[config.mk]
export PLATFORM = sky130hd
export DESIGN_NAME = toc_timer_compare
export DESIGN_NICKNAME = d
export VERILOG_FILES = /design/src/design/toc_pkg.sv /design/src/design/toc_timer_compare.sv /design/src/design/toc_pin_sync.sv
export SDC_FILE = /design/constraint.sdc
export NUM_CORES = 1
export LEC_CHECK = 0
export ABC_AREA = 1
export BUFFER_PORTS_ARGS = -buffer_cell sky130_fd_sc_hd__buf_2
export CAP_MARGIN = 20
export CORE_MARGIN = 10
export CORE_UTILIZATION = 57
export CTS_CLUSTER_SIZE = 25
export DETAILED_ROUTE_END_ITERATION = 16
export GPL_TIMING_DRIVEN = 0
export PLACE_DENSITY = 0.86
export RECOVER_POWER = 25
export SYNTH_ARGS = -nofsm -noshare
export SYNTH_HDL_FRONTEND = slang
export SYNTH_SLANG_ARGS = --single-unit
[constraint.sdc]
create_clock -name mclk -period 3.6 [get_ports mclk]
set_input_delay 0.72 -clock mclk [delete_from_list [all_inputs] [get_ports mclk]]
set_output_delay 0.72 -clock mclk [all_outputs]
set_load 0.03 [all_outputs]
[src/design/toc_pkg.sv]
// Constants and state types of the timer output compare control block.
// Assumes a 32-bit classic Wishbone slave with byte addresses.
package toc_pkg;

   // ----------------------------------------
   // Register byte addresses
   // ----------------------------------------
   localparam logic [7:0] TOC_ADR_CTRL_ONE = 8'h00;
   localparam logic [7:0] TOC_ADR_CTRL_TWO = 8'h04;
   localparam logic [7:0] TOC_ADR_STATUS = 8'h08;
   localparam logic [7:0] TOC_ADR_CMP1_HI = 8'h0C;
   localparam logic [7:0] TOC_ADR_CMP1_LO = 8'h10;
   localparam logic [7:0] TOC_ADR_CMP2_HI = 8'h14;
   localparam logic [7:0] TOC_ADR_CMP2_LO = 8'h18;
   localparam logic [7:0] TOC_ADR_CNT_HI = 8'h1C;
   localparam logic [7:0] TOC_ADR_CNT_LO = 8'h20;

   // ----------------------------------------
   // Field positions
   // ----------------------------------------
   localparam int TOC_C1_LEVEL_ONE = 0;
   localparam int TOC_C1_EDGE_ONE = 1;
   localparam int TOC_C1_LEVEL_TWO = 2;
   localparam int TOC_C1_FORCE_ONE = 3;
   localparam int TOC_C1_FORCE_TWO = 4;
   localparam int TOC_C1_IRQ_EN = 6;
   localparam int TOC_C2_EXT_EDGE = 0;
   localparam int TOC_C2_EDGE_TWO = 1;
   localparam int TOC_C2_CLK_LO = 2;
   localparam int TOC_C2_CLK_HI = 3;
   localparam int TOC_C2_PWM = 4;
   localparam int TOC_C2_ONE_PULSE = 5;
   localparam int TOC_C2_PIN_TWO_EN = 6;
   localparam int TOC_C2_PIN_ONE_EN = 7;
   localparam int TOC_SR_FLAG_ONE = 0;
   localparam int TOC_SR_FLAG_TWO = 1;
   localparam logic [7:0] TOC_C1_WRITE_MASK = 8'h5F;

   // ----------------------------------------
   // Reset values and counts
   // ----------------------------------------
   localparam logic [7:0] TOC_CTRL_ONE_RST = 8'h00;
   localparam logic [7:0] TOC_CTRL_TWO_RST = 8'h00;
   localparam logic [15:0] TOC_CMP_RST = 16'hFFFF;
   localparam logic [15:0] TOC_CNT_RST = 16'h0000;
   localparam logic [15:0] TOC_CNT_RELOAD = 16'h0000;
   localparam logic [2:0] TOC_PRE_RST = 3'h0;

   // Prescaler states that end one timer tick
   localparam logic [2:0] TOC_DIV2_LAST = 3'h1;
   localparam logic [2:0] TOC_DIV4_LAST = 3'h3;
   localparam logic [2:0] TOC_DIV8_LAST = 3'h7;

   // Timer clock selection codes
   localparam logic [1:0] TOC_CLK_DIV4 = 2'b00;
   localparam logic [1:0] TOC_CLK_DIV2 = 2'b01;
   localparam logic [1:0] TOC_CLK_DIV8 = 2'b10;
   localparam logic [1:0] TOC_CLK_EXT = 2'b11;

   // ----------------------------------------
   // State types
   // ----------------------------------------
   typedef struct packed {
      logic s1;
      logic s2;
      logic s3;
      logic level;
      logic rise;
      logic fall;
   } toc_sync_t;

   typedef struct packed {
      logic [7:0] ctrl_one;
      logic [7:0] ctrl_two;
      logic [15:0] cmp_one;
      logic [15:0] cmp_two;
      logic [1:0] inhibit;
      logic [1:0] flag;
      logic [1:0] armed;
      logic [15:0] cnt;
      logic [2:0] pre;
      logic new_cnt;
      logic pin_one;
      logic pin_two;
      logic ack;
      logic [7:0] dat;
   } toc_state_t;

endpackage : toc_pkg

[src/design/toc_timer_compare.sv]
// Output compare, forced compare, one-pulse, PWM, capture edge and
// timer clock selection of a 16-bit timer, behind a Wishbone slave.
// Assumes mclk is the CPU clock; pins arrive asynchronously.
//
// What this block does
// Flag clears after status read, then low access
// High byte write inhibits compare until low write
// Software writes high, reads status, writes low
// Disabled pin gets no level except pin one in one-pulse, PWM; flag still
// Flag and pin update on counter match
// Forced bit copies level, no flag
// Forced bits ignored in one-pulse, PWM
// Control one bit 3 forces pin one
// Control one bit 2 is level two
// Control one bit 1 capture one edge
// Control one bit 0 is level one
// Control two bit 7 enables pin one
// Control two bit 6 enables pin two
// Bit 5 one-pulse triggered by capture one
// Bit 4 PWM: width cmp one, period two
// Bits 3:2 select timer clock source
// External setting stops counter if pin absent
// Control two bit 1 capture two edge
// Control two bit 0 external clock edge
// 16-bit compare against counter per tick
`timescale 1ns/1ps
module toc_timer_compare
   import toc_pkg::*;
#(
   parameter bit EXT_CLK_PRESENT = 1'b1
)
(
   input wire logic mclk,
   input wire logic rst,
   input wire logic wb_cyc_i,
   input wire logic wb_stb_i,
   input wire logic wb_we_i,
   input wire logic [7:0] wb_adr_i,
   input wire logic [3:0] wb_sel_i,
   input wire logic [31:0] wb_dat_i,
   output logic [31:0] wb_dat_o,
   output logic wb_ack_o,
   input wire logic capture_pin_one,
   input wire logic capture_pin_two,
   input wire logic external_timer_clock_pin,
   output logic compare_output_pin_one,
   output logic compare_output_pin_two,
   output logic compare_pin_one_timer_owned,
   output logic compare_pin_two_timer_owned,
   output logic capture_one_event,
   output logic capture_two_event,
   output logic compare_irq_request,
   output logic [15:0] timer_count
);

   // ----------------------------------------
   // Functions
   // ----------------------------------------
   function automatic logic addr_is(input logic [7:0] adr,
                                    input logic [7:0] target);
      addr_is = ({adr[7:2], 2'b00} == target);
   endfunction : addr_is

   function automatic logic [15:0] set_high(input logic [15:0] v,
                                            input logic [7:0] b);
      set_high = {b, v[7:0]};
   endfunction : set_high

   function automatic logic [15:0] set_low(input logic [15:0] v,
                                           input logic [7:0] b);
      set_low = {v[15:8], b};
   endfunction : set_low

   // Prescaler has reached the last state of its division
   function automatic logic tick_due(input logic [2:0] pre,
                                     input logic [2:0] last);
      tick_due = ((pre & last) == last);
   endfunction : tick_due

   // ----------------------------------------
   // Pin synchronisers
   // ----------------------------------------
   logic cap1_rise;
   logic cap1_fall;
   logic cap2_rise;
   logic cap2_fall;
   logic ext_rise;
   logic ext_fall;

   toc_pin_sync u_sync_cap1 (
      .mclk(mclk),
      .rst(rst),
      .pin(capture_pin_one),
      .level(),
      .rise(cap1_rise),
      .fall(cap1_fall)
   );

   toc_pin_sync u_sync_cap2 (
      .mclk(mclk),
      .rst(rst),
      .pin(capture_pin_two),
      .level(),
      .rise(cap2_rise),
      .fall(cap2_fall)
   );

   toc_pin_sync u_sync_ext (
      .mclk(mclk),
      .rst(rst),
      .pin(external_timer_clock_pin),
      .level(),
      .rise(ext_rise),
      .fall(ext_fall)
   );

   // ----------------------------------------
   // State
   // ----------------------------------------
   toc_state_t q_reg;
   toc_state_t q_next;

   logic req;
   logic acc;
   logic wr;
   logic rd;
   logic [7:0] wbyte;
   logic ext_edge;
   logic ext_tick;
   logic tick;
   logic cap1_trig;
   logic cap2_trig;
   logic mode_pwm;
   logic mode_opm;
   logic pin1_en;
   logic pin2_en;
   logic [1:0] match;
   logic [1:0] clk_sel;

   assign req = wb_cyc_i & wb_stb_i;
   // Access completes at the edge where the master sees ack
   assign acc = req & q_reg.ack;
   assign wr = acc & wb_we_i & wb_sel_i[0];
   assign rd = acc & ~wb_we_i;
   assign wbyte = wb_dat_i[7:0];

   assign mode_pwm = q_reg.ctrl_two[TOC_C2_PWM];
   assign mode_opm = q_reg.ctrl_two[TOC_C2_ONE_PULSE];
   assign pin1_en = q_reg.ctrl_two[TOC_C2_PIN_ONE_EN];
   assign pin2_en = q_reg.ctrl_two[TOC_C2_PIN_TWO_EN];
   assign clk_sel = {q_reg.ctrl_two[TOC_C2_CLK_HI],
                     q_reg.ctrl_two[TOC_C2_CLK_LO]};

   // ----------------------------------------
   // Timer clock and capture edges
   // ----------------------------------------
   assign ext_edge = q_reg.ctrl_two[TOC_C2_EXT_EDGE] ? ext_rise
                                                     : ext_fall;
   assign cap1_trig = q_reg.ctrl_one[TOC_C1_EDGE_ONE] ? cap1_rise
                                                      : cap1_fall;
   assign cap2_trig = q_reg.ctrl_two[TOC_C2_EDGE_TWO] ? cap2_rise
                                                      : cap2_fall;
   // Without the pin the external setting holds the counter
   assign ext_tick = EXT_CLK_PRESENT & ext_edge;

   always_comb begin
      case (clk_sel)
         TOC_CLK_DIV4: tick = tick_due(q_reg.pre, TOC_DIV4_LAST);
         TOC_CLK_DIV2: tick = tick_due(q_reg.pre, TOC_DIV2_LAST);
         TOC_CLK_DIV8: tick = tick_due(q_reg.pre, TOC_DIV8_LAST);
         TOC_CLK_EXT: begin
            tick = ext_tick;
         end
         default: tick = 1'b0;
      endcase
   end

   // Compare once per new counter value, unless inhibited
   assign match[0] = q_reg.new_cnt & ~q_reg.inhibit[0]
                     & (q_reg.cnt == q_reg.cmp_one);
   assign match[1] = q_reg.new_cnt & ~q_reg.inhibit[1]
                     & (q_reg.cnt == q_reg.cmp_two);

   // ----------------------------------------
   // Next state
   // ----------------------------------------
   always_comb begin
      q_next = q_reg;
      q_next.pre = q_reg.pre + 3'd1;
      q_next.ack = req & ~q_reg.ack;
      q_next.new_cnt = tick;
      if (tick) begin
         q_next.cnt = q_reg.cnt + 16'h0001;
      end

      // Read data captured when the request is first seen
      if (req & ~q_reg.ack & ~wb_we_i) begin
         if (addr_is(wb_adr_i, TOC_ADR_CTRL_ONE)) begin
            q_next.dat = q_reg.ctrl_one;
         end else if (addr_is(wb_adr_i, TOC_ADR_CTRL_TWO)) begin
            q_next.dat = q_reg.ctrl_two;
         end else if (addr_is(wb_adr_i, TOC_ADR_STATUS)) begin
            q_next.dat = {6'b000000, q_reg.flag};
         end else if (addr_is(wb_adr_i, TOC_ADR_CMP1_HI)) begin
            q_next.dat = q_reg.cmp_one[15:8];
         end else if (addr_is(wb_adr_i, TOC_ADR_CMP1_LO)) begin
            q_next.dat = q_reg.cmp_one[7:0];
         end else if (addr_is(wb_adr_i, TOC_ADR_CMP2_HI)) begin
            q_next.dat = q_reg.cmp_two[15:8];
         end else if (addr_is(wb_adr_i, TOC_ADR_CMP2_LO)) begin
            q_next.dat = q_reg.cmp_two[7:0];
         end else if (addr_is(wb_adr_i, TOC_ADR_CNT_HI)) begin
            q_next.dat = q_reg.cnt[15:8];
         end else if (addr_is(wb_adr_i, TOC_ADR_CNT_LO)) begin
            q_next.dat = q_reg.cnt[7:0];
         end else begin
            q_next.dat = 8'h00;
         end
      end

      // ----------------------------------------
      // Register writes and access side effects
      // ----------------------------------------
      if (wr && addr_is(wb_adr_i, TOC_ADR_CTRL_ONE)) begin
         q_next.ctrl_one = wbyte & TOC_C1_WRITE_MASK;
         // Forced compare acts only outside one-pulse and PWM
         if (!mode_pwm && !mode_opm) begin
            if (wbyte[TOC_C1_FORCE_ONE] && pin1_en) begin
               q_next.pin_one = wbyte[TOC_C1_LEVEL_ONE];
            end
            if (wbyte[TOC_C1_FORCE_TWO] && pin2_en) begin
               q_next.pin_two = wbyte[TOC_C1_LEVEL_TWO];
            end
         end
      end
      if (wr && addr_is(wb_adr_i, TOC_ADR_CTRL_TWO)) begin
         q_next.ctrl_two = wbyte;
      end
      if (wr && addr_is(wb_adr_i, TOC_ADR_CMP1_HI)) begin
         q_next.cmp_one = set_high(q_reg.cmp_one, wbyte);
         q_next.inhibit[0] = 1'b1;
      end
      if (wr && addr_is(wb_adr_i, TOC_ADR_CMP2_HI)) begin
         q_next.cmp_two = set_high(q_reg.cmp_two, wbyte);
         q_next.inhibit[1] = 1'b1;
      end
      if (wr && addr_is(wb_adr_i, TOC_ADR_CMP1_LO)) begin
         q_next.cmp_one = set_low(q_reg.cmp_one, wbyte);
         q_next.inhibit[0] = 1'b0;
      end
      if (wr && addr_is(wb_adr_i, TOC_ADR_CMP2_LO)) begin
         q_next.cmp_two = set_low(q_reg.cmp_two, wbyte);
         q_next.inhibit[1] = 1'b0;
      end

      // Status read arms the clear of flags that were set
      if (rd && addr_is(wb_adr_i, TOC_ADR_STATUS)) begin
         q_next.armed[0] = q_reg.dat[TOC_SR_FLAG_ONE];
         q_next.armed[1] = q_reg.dat[TOC_SR_FLAG_TWO];
      end
      // Any access to a low byte completes the clear
      if (acc && addr_is(wb_adr_i, TOC_ADR_CMP1_LO)) begin
         if (q_reg.armed[0]) begin
            q_next.flag[0] = 1'b0;
         end
         q_next.armed[0] = 1'b0;
      end
      if (acc && addr_is(wb_adr_i, TOC_ADR_CMP2_LO)) begin
         if (q_reg.armed[1]) begin
            q_next.flag[1] = 1'b0;
         end
         q_next.armed[1] = 1'b0;
      end

      // Match sets the flag in every mode; set wins over clear
      if (match[0]) begin
         q_next.flag[0] = 1'b1;
      end
      if (match[1]) begin
         q_next.flag[1] = 1'b1;
      end

      // ----------------------------------------
      // Waveform generation
      // ----------------------------------------
      if (mode_pwm) begin
         if (match[0]) begin
            q_next.pin_one = q_reg.ctrl_one[TOC_C1_LEVEL_ONE];
         end
         if (match[1]) begin
            q_next.pin_one = q_reg.ctrl_one[TOC_C1_LEVEL_TWO];
            q_next.cnt = TOC_CNT_RELOAD;
         end
      end else if (mode_opm) begin
         if (cap1_trig) begin
            q_next.pin_one = q_reg.ctrl_one[TOC_C1_LEVEL_TWO];
            q_next.cnt = TOC_CNT_RELOAD;
         end else if (match[0]) begin
            q_next.pin_one = q_reg.ctrl_one[TOC_C1_LEVEL_ONE];
         end
      end else if (match[0] && pin1_en) begin
         q_next.pin_one = q_reg.ctrl_one[TOC_C1_LEVEL_ONE];
      end
      if (!mode_pwm && !mode_opm && match[1] && pin2_en) begin
         q_next.pin_two = q_reg.ctrl_one[TOC_C1_LEVEL_TWO];
      end
   end

   always_ff @(posedge mclk or posedge rst) begin
      if (rst) begin
         q_reg.ctrl_one <= TOC_CTRL_ONE_RST;
         q_reg.ctrl_two <= TOC_CTRL_TWO_RST;
         q_reg.cmp_one <= TOC_CMP_RST;
         q_reg.cmp_two <= TOC_CMP_RST;
         q_reg.inhibit <= 2'b00;
         q_reg.flag <= 2'b00;
         q_reg.armed <= 2'b00;
         q_reg.cnt <= TOC_CNT_RST;
         q_reg.pre <= TOC_PRE_RST;
         q_reg.new_cnt <= 1'b0;
         q_reg.pin_one <= 1'b0;
         q_reg.pin_two <= 1'b0;
         q_reg.ack <= 1'b0;
         q_reg.dat <= 8'h00;
      end else begin
         q_reg <= q_next;
      end
   end

   // ----------------------------------------
   // Outputs
   // ----------------------------------------
   assign wb_ack_o = q_reg.ack;
   assign wb_dat_o = {24'h00_0000, q_reg.dat};
   assign compare_output_pin_one = q_reg.pin_one;
   assign compare_output_pin_two = q_reg.pin_two;
   assign compare_pin_one_timer_owned = pin1_en;
   assign compare_pin_two_timer_owned = pin2_en;
   assign capture_one_event = cap1_trig;
   assign capture_two_event = cap2_trig;
   assign compare_irq_request = q_reg.ctrl_one[TOC_C1_IRQ_EN]
                                & (|q_reg.flag);
   assign timer_count = q_reg.cnt;

endmodule : toc_timer_compare

[src/design/toc_pin_sync.sv]
// Three-stage synchroniser with agreement filter and edge pulses.
// Assumes an asynchronous pin; one clock domain.
`timescale 1ns/1ps
module toc_pin_sync
   import toc_pkg::*;
(
   input wire logic mclk,
   input wire logic rst,
   input wire logic pin,
   output logic level,
   output logic rise,
   output logic fall
);

   toc_sync_t q_reg;
   toc_sync_t q_next;

   always_comb begin
      q_next = q_reg;
      q_next.s1 = pin;
      q_next.s2 = q_reg.s1;
      q_next.s3 = q_reg.s2;
      q_next.rise = 1'b0;
      q_next.fall = 1'b0;
      // Accept a change once second and third stages agree
      if ((q_reg.s2 == q_reg.s3) && (q_reg.s3 != q_reg.level)) begin
         q_next.level = q_reg.s3;
         q_next.rise = q_reg.s3;
         q_next.fall = ~q_reg.s3;
      end
   end

   always_ff @(posedge mclk or posedge rst) begin
      if (rst) begin
         q_reg <= '0;
      end else begin
         q_reg <= q_next;
      end
   end

   assign level = q_reg.level;
   assign rise = q_reg.rise;
   assign fall = q_reg.fall;

endmodule : toc_pin_sync

Word-level counts from Yosys, hierarchy flattened
Cells that the tools add are included.
- add/subtract/negate cells: 2
- multipliers: 0
- div/mod/pow operators: 0
- order comparisons: 0
- equal/unequal tests: 21
- shift-type cells: 0
- muxes and demuxes: 46
- bitwise gates (word level): 21
- reduce and logical (&&, ||, !) cells: 39
- operator list (cell ; count):
    $mux W16 ; 5
    $mux W8 ; 10
    $eq A16 B16 Y1 ; 2
    $eq A6 B3 Y1 const B ; 4
    $mux W1 ; 23
    $reduce_bool A2 Y1 ; 11
    $logic_and A1 B1 Y1 ; 18
    $add A16 B1 Y16 const B ; 1
    $and A1 B1 Y1 ; 12
    $eq A6 B2 Y1 const B ; 2
    $mux W2 ; 6
    $mux W9 ; 1
    $not A1 Y1 ; 9
    $reduce_and A2 Y1 ; 4
    $eq A2 B2 Y1 const B ; 3
    $eq A6 B1 Y1 const B ; 1
    $eq A6 B4 Y1 const B ; 1
    $logic_not A6 Y1 ; 1
    $pmux W1 S4 ; 1
    $add A3 B1 Y3 const B ; 1
    $eq A1 B1 Y1 ; 3
    $eq A3 B3 Y1 const B ; 1
    $ne A1 B1 Y1 ; 3
    $reduce_and A3 Y1 ; 1
    other kinds (4) ; 5
- register bits: 101
- bits in latches: 0
- bits in writable memories: 0
- ROM bits: 0
- bits of input ports: 52
- output and inout bits: 56
- memories kept: 0

Longest topological paths before layout
Gate-level depths: netlist of the first run.
- word-level depth: 10
- gate-level depth with buffers: 14

By module
From an unflattened synthesis of the first run, not the netlist that was laid out.
- cell total of the unflattened synthesis: 806
- area total of the unflattened synthesis: 6017.0 um2
- by module, submodules not included (module ; instances ; cells an instance ; area each (um2) ; seq. area each (um2)):
    toc_timer_compare ; 1 ; 767 ; 5480.3 ; 2117.0
    toc_pin_sync ; 3 ; 13 ; 178.9 ; 150.1

Worst setup path before layout of the first run
OpenSTA, ideal clock, no wires.
- path type: in2reg
- from: input wb_adr_i[5]
- to: register q_reg, in the netlist compare_output_pin_one
- setup time: 0.116 ns
- data arrival time: 1.673 ns
- data required time: 3.484 ns
- slack: 1.811 ns
- stages on the path: 12
- path buffers: 0
- cell sequence: nor2_1 -> nand2_4 -> nor3_4 -> nand2_4 -> clkinv_2 -> nand2_1 -> nand3_1 -> nand2_1 -> clkinv_1 -> nand2_1 -> nand2_1 -> nand2_1
- RTL lines (item ; line ; source):
    start, declared ; toc_timer_compare.sv:38 ; input wire logic [7:0] wb_adr_i,
    end signal, assigned ; toc_timer_compare.sv:326 ; q_reg <= q_next;
    end, declared ; toc_timer_compare.sv:120 ; toc_state_t q_reg;

Final worst setup path of the first run
- from: register q_reg[78] (netlist name)
- to: output capture_one_event
- word-level cells in the longest chain between the ends: 1
- RTL lines (item ; line ; source):
    $mux W1 ; toc_timer_compare.sv:159 ; assign cap1_trig = q_reg.ctrl_one[TOC_C1_EDGE_ONE] ? cap1_rise
    end, declared ; toc_timer_compare.sv:50 ; output logic capture_one_event,
No other way between the ends.

==> results.yml, run 1 <==
logic_synthesis:
  synth.area.top_cells: "sky130_fd_sc_hd__dfrtp_1 (29%), sky130_fd_sc_hd__nand2_1 (15%), sky130_fd_sc_hd__dfstp_2 (14%)"
  postSynthCellCount: 818
  synth_top_area_frac: 0.286
  postSynthRegisterBits: 101
  synth.lib_cells_used.distinct: 42
  sequential_fraction_of_the_synthesis_area: 0.425
  synthesis.area_um2: 6040
  synth_top_cell_by_area: "sky130_fd_sc_hd__dfrtp_1"
  multiplexer_share_of_the_synthesized_area: 0.00187
  synth.avg_cell_area_um2: 7.38
  synth_top_family_by_area: "simple AND/OR/NAND/NOR gates"
  post_synthesis_xor_xnor_area_fraction: 0.0232
  synth-simple-area-share: 0.304
  post_synth_adder_cell_area: 0.00622
  yosys_warnings: 0
  synth_compound_area_frac: 0.102
timing:
  finalCritPeriodShare: 0.657
  endpoints_failing_hold: 0
  achievable-frequency_mhz: 423
  timing.clock.skew_ns: 0.0141
  setup_total_negative_slack_ns: 0
  layout_min_cycle_time_ns: 2.37
  final-setup-viol-count: 0
  hold-worst-slack_ns: 0.361
  drv_slew: 0
  postLayoutSetupSlackWorst_ns: 1.23
  slew_headroom: 0.154
  rsz0062_at_grt: "no"
  slew_of_the_pin_with_the_lowest_slew_margin_ns: 1.26
placement:
  port-buffer-count: 54
  detailedPlace.worstSlack_ns: 1.34
  placer_s_final_routability_congestion_estimate: 0.995
  detailed_place_hpwl_um: 13800
  dp_cells: 1032
layout:
  fin_nets: 962
  diodes: 0
  final_cell_count_no_fill: 1048
  layout-area-overhead-vs-synth_pct: 12.5
  layout-drive-gt1-share: 0.226
  largest_reg_flops: 50
clocking:
  post_cts_buffers: 0
  cts_hold_buffers: 0
  worst_skew_pair.late_latency_ns: 0.38
  cts-root-buf: "sky130_fd_sc_hd__clkbuf_8"
  cts_htree_levels: 3
  cts.reportedPaths.clkPinSlew_ns: 0.11
  tritoncts_clock_tree: "yes"
  post_cts_resize_count: 0
  cts-buffers-inserted: 9
  max-clock-path-buffers: 2
  cts_sinks: 101
hold_path:
  hold_path.class: "flip-flop to flip-flop"
  min_delay_path_depth: 0
  holdCritStartpoint: "u_sync_cap1.q_next[4]"
die:
  die_width_um: 123
  die-height_um: 123
  floorplan.initialDensity: 0.585
  placement_rows: 37
  design.portCount: 108
  standard_cell_core_area_um2: 10300
  die_area_um2: 15100
pwr:
  p_per_area_nw_per_um2: 432
  leakagePower_uw: 0.00352
  worst_vdd_rail_ir_drop_uv: 359
grt:
  maximum_number_of_pins_on_one_net_before_global_route_repair: 78
  wire_length_of_the_first_global_routing_pass_um: 27600
  grt_usage: 0.236
  grt-ovfl-total: 0
  vias_in_the_first_global_route: 5282
  grt_antenna_before_repair: 0
detailed_routing:
  route.detailed.wl_per_inst_um: 16.8
  drtIter0Drc: 684
  routed-via-count: 5632
  detail_route.wirelength_um: 17700
  ant_nets: 0
  post_drt_via_cell_ratio: 5.37
  dr.pass1.iters: 5
  drc: 0
worst_setup_path:
  cp-start-kind: "flip-flop"
  timing.critical_path.fanout_max: 7
  critical_path.max_stage_delay_ns: 0.56
  startpoint: "q_reg[78]"
  critPathCaptureType: "primary output"
  critical_path.cell_chain: "o21ai_1 > inv_1 > buf_2"
  reg_to_reg_critical_path_startpoint: "timer_count[11]"
  required_ns: 2.88
  worst_path_arrival_ns: 1.65
  criticalPathCategory: "flip-flop to primary output"
  worst_path_max_delay_cell: "sky130_fd_sc_hd__o21ai_1"
  cell_count_of_the_worst_reg_to_reg_path: 10
run:
  timing.max_cap.violations: 0
outcome:
  outcome: "finished clean"
[final timing paths]
kind | to | slack (ns)
worst min register to register | u_sync_cap1.q_next[3] | 0.36
min in group asynchronous | timer_count[12] | 0.59
worst max register to register | timer_count[3] | 1.51
worst min-delay path | u_sync_cap1.q_next[3] | 0.36
worst max-delay path | capture_one_event | 1.23
max in group asynchronous | q_reg[67] | 2.11
[cells in the mapped netlist, drive strengths merged]
library cell,count
nand2,254
inv,99
nor2,86
o21ai,80
dfrtp,69
buf,62
nand3,34
dfstp,32
a21oi,23
nor3,18
nand4,16
xor2,16
o211ai,5
ha,3
o21bai,3
and2,2
and3,2
clkbuf,2
clkinv,2
a221oi,1
conb,1
mux2,1
nand3b,1
nor3b,1
nor4,1
o2111ai,1
o221ai,1
o22ai,1
or2,1
[per-stage QoR]
stage                     total power [uW]  cell area [um2]  utilization
after floorplan                       1960             6120            -
after global placement                2200             6560        0.636
final                                 2930             6790        0.658
after detailed placement              2220             6590        0.639
after CTS                             2940             6790        0.658
after global routing                  3080             6790        0.658
[cell usage in the layout, fill, tap and decap left out, types with 3 or more instances in the layout]
cell type / Yosys / final
sky130_fd_sc_hd__nand2_1: 246 / 246
sky130_fd_sc_hd__inv_1: 86 / 85
sky130_fd_sc_hd__nor2_1: 76 / 76
sky130_fd_sc_hd__dfrtp_1: 69 / 69
sky130_fd_sc_hd__buf_2: 13 / 66
sky130_fd_sc_hd__buf_4: 48 / 48
sky130_fd_sc_hd__o21ai_1: 43 / 43
sky130_fd_sc_hd__o21ai_0: 37 / 37
sky130_fd_sc_hd__nand3_1: 33 / 33
sky130_fd_sc_hd__dfstp_2: 32 / 32
sky130_fd_sc_hd__conb_1: 1 / 24
sky130_fd_sc_hd__a21oi_1: 23 / 23
sky130_fd_sc_hd__nand4_1: 16 / 16
sky130_fd_sc_hd__xor2_1: 16 / 16
sky130_fd_sc_hd__inv_2: 13 / 13
sky130_fd_sc_hd__nor3_1: 13 / 13
sky130_fd_sc_hd__clkbuf_8: 0 / 9
sky130_fd_sc_hd__nor2_4: 5 / 5
sky130_fd_sc_hd__nand2_2: 5 / 5
sky130_fd_sc_hd__o211ai_1: 5 / 5
sky130_fd_sc_hd__nor2_2: 4 / 4
sky130_fd_sc_hd__nand2_4: 3 / 3
sky130_fd_sc_hd__clkbuf_1: 2 / 3
sky130_fd_sc_hd__o21bai_1: 3 / 3
sky130_fd_sc_hd__nor3_2: 3 / 3
sky130_fd_sc_hd__ha_1: 3 / 3
[logic make-up after synthesis]
logic type | count (synthesis)
xor gates and xnor gates | 16
AOI/OAI and AO/OA | 115
DFF | 101
buffers and inverters | 165
and+or+nand+nor | 416
muxes | 1
adders and majority gates | 3
other | 1
[layout make-up]
type | instances | area [um2]
Timing Repair Buffer | 55 | 297
Clock buffer | 9 | 124
Inverter | 101 | 382
Buffer | 64 | 444
Fill cell | 934 | 3530
Sequential cell | 101 | 2570
Multi-Input combinational cell | 575 | 2730
Clock inverter | 7 | 75.1
Tap cell | 136 | 170
[per-layer routing]
metal | vias up | global-route usage | routed length [um]
li1 | 2690 | - | -
met1 | 2658 | 0.315 | 7350
met2 | 251 | 0.376 | 8310
met3 | 33 | 0.0410 | 1570
met4 | 0 | 0.0847 | 422
met5 | - | 0 | 0
[report_power, final]
part | total [uW] | internal [uW] | switching (uW)
combinational | 869 | 295 | 574
clock | 720 | 273 | 447
sequential | 1350 | 1220 | 127
total | 2930 | 1790 | 1150
[critical path, delay by kind of cell (launching register included)]
family,cells,cell delay [ns]
buf+inv,2,0.28
compound gates,1,0.56
flops,1,0.43
(Power assumes the default switching activity.)
==> run 2, diff against run 1 <==
--- a/config.mk
+++ b/config.mk
@@ -9,11 +9,11 @@
 export BUFFER_PORTS_ARGS = -buffer_cell sky130_fd_sc_hd__buf_2
 export CAP_MARGIN = 20
 export CORE_MARGIN = 10
-export CORE_UTILIZATION = 57
+export CORE_UTILIZATION = 51
 export CTS_CLUSTER_SIZE = 25
 export DETAILED_ROUTE_END_ITERATION = 16
 export GPL_TIMING_DRIVEN = 0
-export PLACE_DENSITY = 0.86
+export PLACE_DENSITY = 0.82
 export RECOVER_POWER = 25
 export SYNTH_ARGS = -nofsm -noshare
 export SYNTH_HDL_FRONTEND = slang
==> constraint.sdc (replaced) <==
create_clock -name mclk -period 2.1 [get_ports mclk]
set_input_delay 0.42 -clock mclk [delete_from_list [all_inputs] [get_ports mclk]]
set_output_delay 0.42 -clock mclk [all_outputs]
set_load 0.03 [all_outputs]
==> run 2 against run 1 <==
Compared with the run above: the flow now finishes with violations (max-capacitance violations, max-slew violations); sequential cell count stayed put; highest routed layer unchanged; design area is 2.4% higher; critical endpoint unchanged; combinational power is 71% higher; first-iteration DRC count is 9.4% lower; clock skew is 0.0025 ns lower; largest power group unchanged; core utilization is 5.4 points lower; sequential share of layout area is 0.88 points lower; die area is 9.8% higher; clock-buffer cell count is 1 higher; power is 92% higher; via count is 0.36% lower.
==> results.yml, run 2 (same netlist as run 1, synthesis figures left out) <==
timing:
  final-setup-viol-count: 0
  hold-worst-slack_ns: 0.163
  rsz0062_at_grt: "no"
  postLayoutSetupSlackWorst_ns: 0.110
  setup_total_negative_slack_ns: 0
  slew_headroom: -0.0196
  achievable-frequency_mhz: 502
  layout_min_cycle_time_ns: 1.99
  slew_of_the_pin_with_the_lowest_slew_margin_ns: 1.52
  endpoints_failing_hold: 0
  finalCritPeriodShare: 0.948
  timing.clock.skew_ns: 0.0116
  drv_slew: 32
placement:
  placer_s_final_routability_congestion_estimate: 0.992
  detailed_place_hpwl_um: 13600
  port-buffer-count: 54
  dp_cells: 1040
  detailedPlace.worstSlack_ns: 0.0755
clocking:
  cts-buffers-inserted: 9
  cts_htree_levels: 3
  worst_skew_pair.late_latency_ns: 0.36
  max-clock-path-buffers: 2
  cts.reportedPaths.clkPinSlew_ns: 0.07
  tritoncts_clock_tree: "yes"
  cts-root-buf: "sky130_fd_sc_hd__clkbuf_16"
  post_cts_buffers: 0
  cts_sinks: 101
detailed_routing:
  routed-via-count: 5612
  dr.pass1.iters: 8
  post_drt_via_cell_ratio: 5.31
  detail_route.wirelength_um: 17500
  drtIter0Drc: 620
  ant_nets: 0
  route.detailed.wl_per_inst_um: 16.6
  drc: 0
die:
  placement_rows: 39
  die-height_um: 129
  die_width_um: 129
  standard_cell_core_area_um2: 11500
  floorplan.initialDensity: 0.524
  design.portCount: 108
  die_area_um2: 16600
layout:
  fin_nets: 963
  fillers: 1057
  final_cell_count_no_fill: 1057
  layout-area-overhead-vs-synth_pct: 15.2
  largest_reg_flops: 50
  mostFrequentLayoutCell: "sky130_fd_sc_hd__nand2_1"
  most_frequent_cells_in_the_layout: "sky130_fd_sc_hd__nand2_1 (245), sky130_fd_sc_hd__inv_1 (84), sky130_fd_sc_hd__nor2_1 (76), sky130_fd_sc_hd__dfrtp_1 (68), sky130_fd_sc_hd__buf_2 (66)"
  layout-drive-gt1-share: 0.232
pwr:
  p_per_area_nw_per_um2: 809
  worst_vdd_rail_ir_drop_uv: 931
  power_switching_share: 0.361
  power_frac_comb: 0.264
  leakagePower_uw: 0.00358
  share_seq_of_total_power: 0.411
  clock_power_share: 0.325
  power.switching_uw: 2030
  intPower_uw: 3590
grt:
  grt-ovfl-total: 0
  grt_usage: 0.214
  wire_length_of_the_first_global_routing_pass_um: 27800
  vias_in_the_first_global_route: 5345
  grt_antenna_before_repair: 0
  maximum_number_of_pins_on_one_net_before_global_route_repair: 44
worst_setup_path:
  reg2reg_slack_ns: 0.13
  cp-start-kind: "flip-flop"
  required_ns: 1.68
  reg_to_reg_critical_path_startpoint: "timer_count[1]"
  startpoint: "q_reg[78]"
  worst_path_arrival_ns: 1.57
  critical_path.cell_chain: "o21ai_1 > inv_1 > buf_2"
  critical_path.max_stage_delay_ns: 0.52
  worst_path_max_delay_cell: "sky130_fd_sc_hd__o21ai_1"
  critPathCaptureType: "primary output"
  criticalPathCategory: "flip-flop to primary output"
  timing.critical_path.fanout_max: 7
outcome:
  outcome: "finished, violations left"
  failed_checks: "max-capacitance violations, max-slew violations"
run:
  timing.max_cap.violations: 1
hold_path:
  holdCritStartpoint: "capture_pin_two"
  hold_path.class: "input pin to flip-flop"
==> run 2: path summary, 6_finish.rpt <==
path | end | cells after the start
max | capture_one_event | 3
min | u_sync_cap2.q_next[4] | 1
max reg2reg | timer_count[15] | 11
min reg2reg | u_sync_cap1.q_next[3] | 0
max in group asynchronous | q_reg[67] | 4
min in group asynchronous | q_reg[35] | 2
==> run 2: final cells by class <==
cell class | count | area, um2 | share of cell area
multi-input combinational | 575 | 2740 | 0.393
clock buffer | 10 | 239 | 0.0344
inverter | 101 | 385 | 0.0554
antenna | 1 | 2.50 | 0.000360
sequential | 101 | 2570 | 0.369
timing repair buffer | 56 | 310 | 0.0446
clock inverter | 6 | 86.3 | 0.0124
buffer | 64 | 447 | 0.0642
tap | 143 | 179 | 0.0257
==> run 2: per-stage QoR <==
stage / area [um2] / power, uW / util
floorplan: 6130 / 3360 / -
global placement: 6580 / 3780 / 0.571
detailed placement: 6620 / 3810 / 0.574
CTS: 6940 / 5610 / 0.603
global route: 6950 / 5860 / 0.604
finish: 6950 / 5620 / 0.604
==> run 2: power groups by stage <==
| stage | logic, uW | registers, uW | clock network [uW] |
|---|---|---|---|
| 6_report | 1490 | 2310 | 1830 |
| 5_1_grt | 1640 | 2330 | 1900 |
| 4_1_cts | 1470 | 2300 | 1840 |
| 3_5_place_dp | 1470 | 2340 | 0 |
| 3_3_place_gp | 1440 | 2330 | 0 |
| 2_1_floorplan | 1120 | 2240 | 0 |
==> run 2: per-layer routing <==
metal | vias up | track usage | routed length [um] | part of all wire
met3 | 44 | 0.0448 | 1520 | 0.087
li1 | 2703 | - | - | -
met2 | 245 | 0.341 | 8230 | 0.47
met4 | 0 | 0.0963 | 604 | 0.034
met1 | 2620 | 0.274 | 7190 | 0.41
met5 | - | 0 | 0 | 0
==> run 2: critical path: cells and delay by family, from the launching register on <==
kind / cells / cell delay (ns)
buffers and inverters: 2 / 0.27
AOI/OAI and AO/OA: 1 / 0.52
DFF: 1 / 0.42
==> run 2: timing repair <==
item | CTS | global route
setup endpoints to repair | 0 | 11
hold buffers | 0 | 0
gates resized for setup | 0 | 6
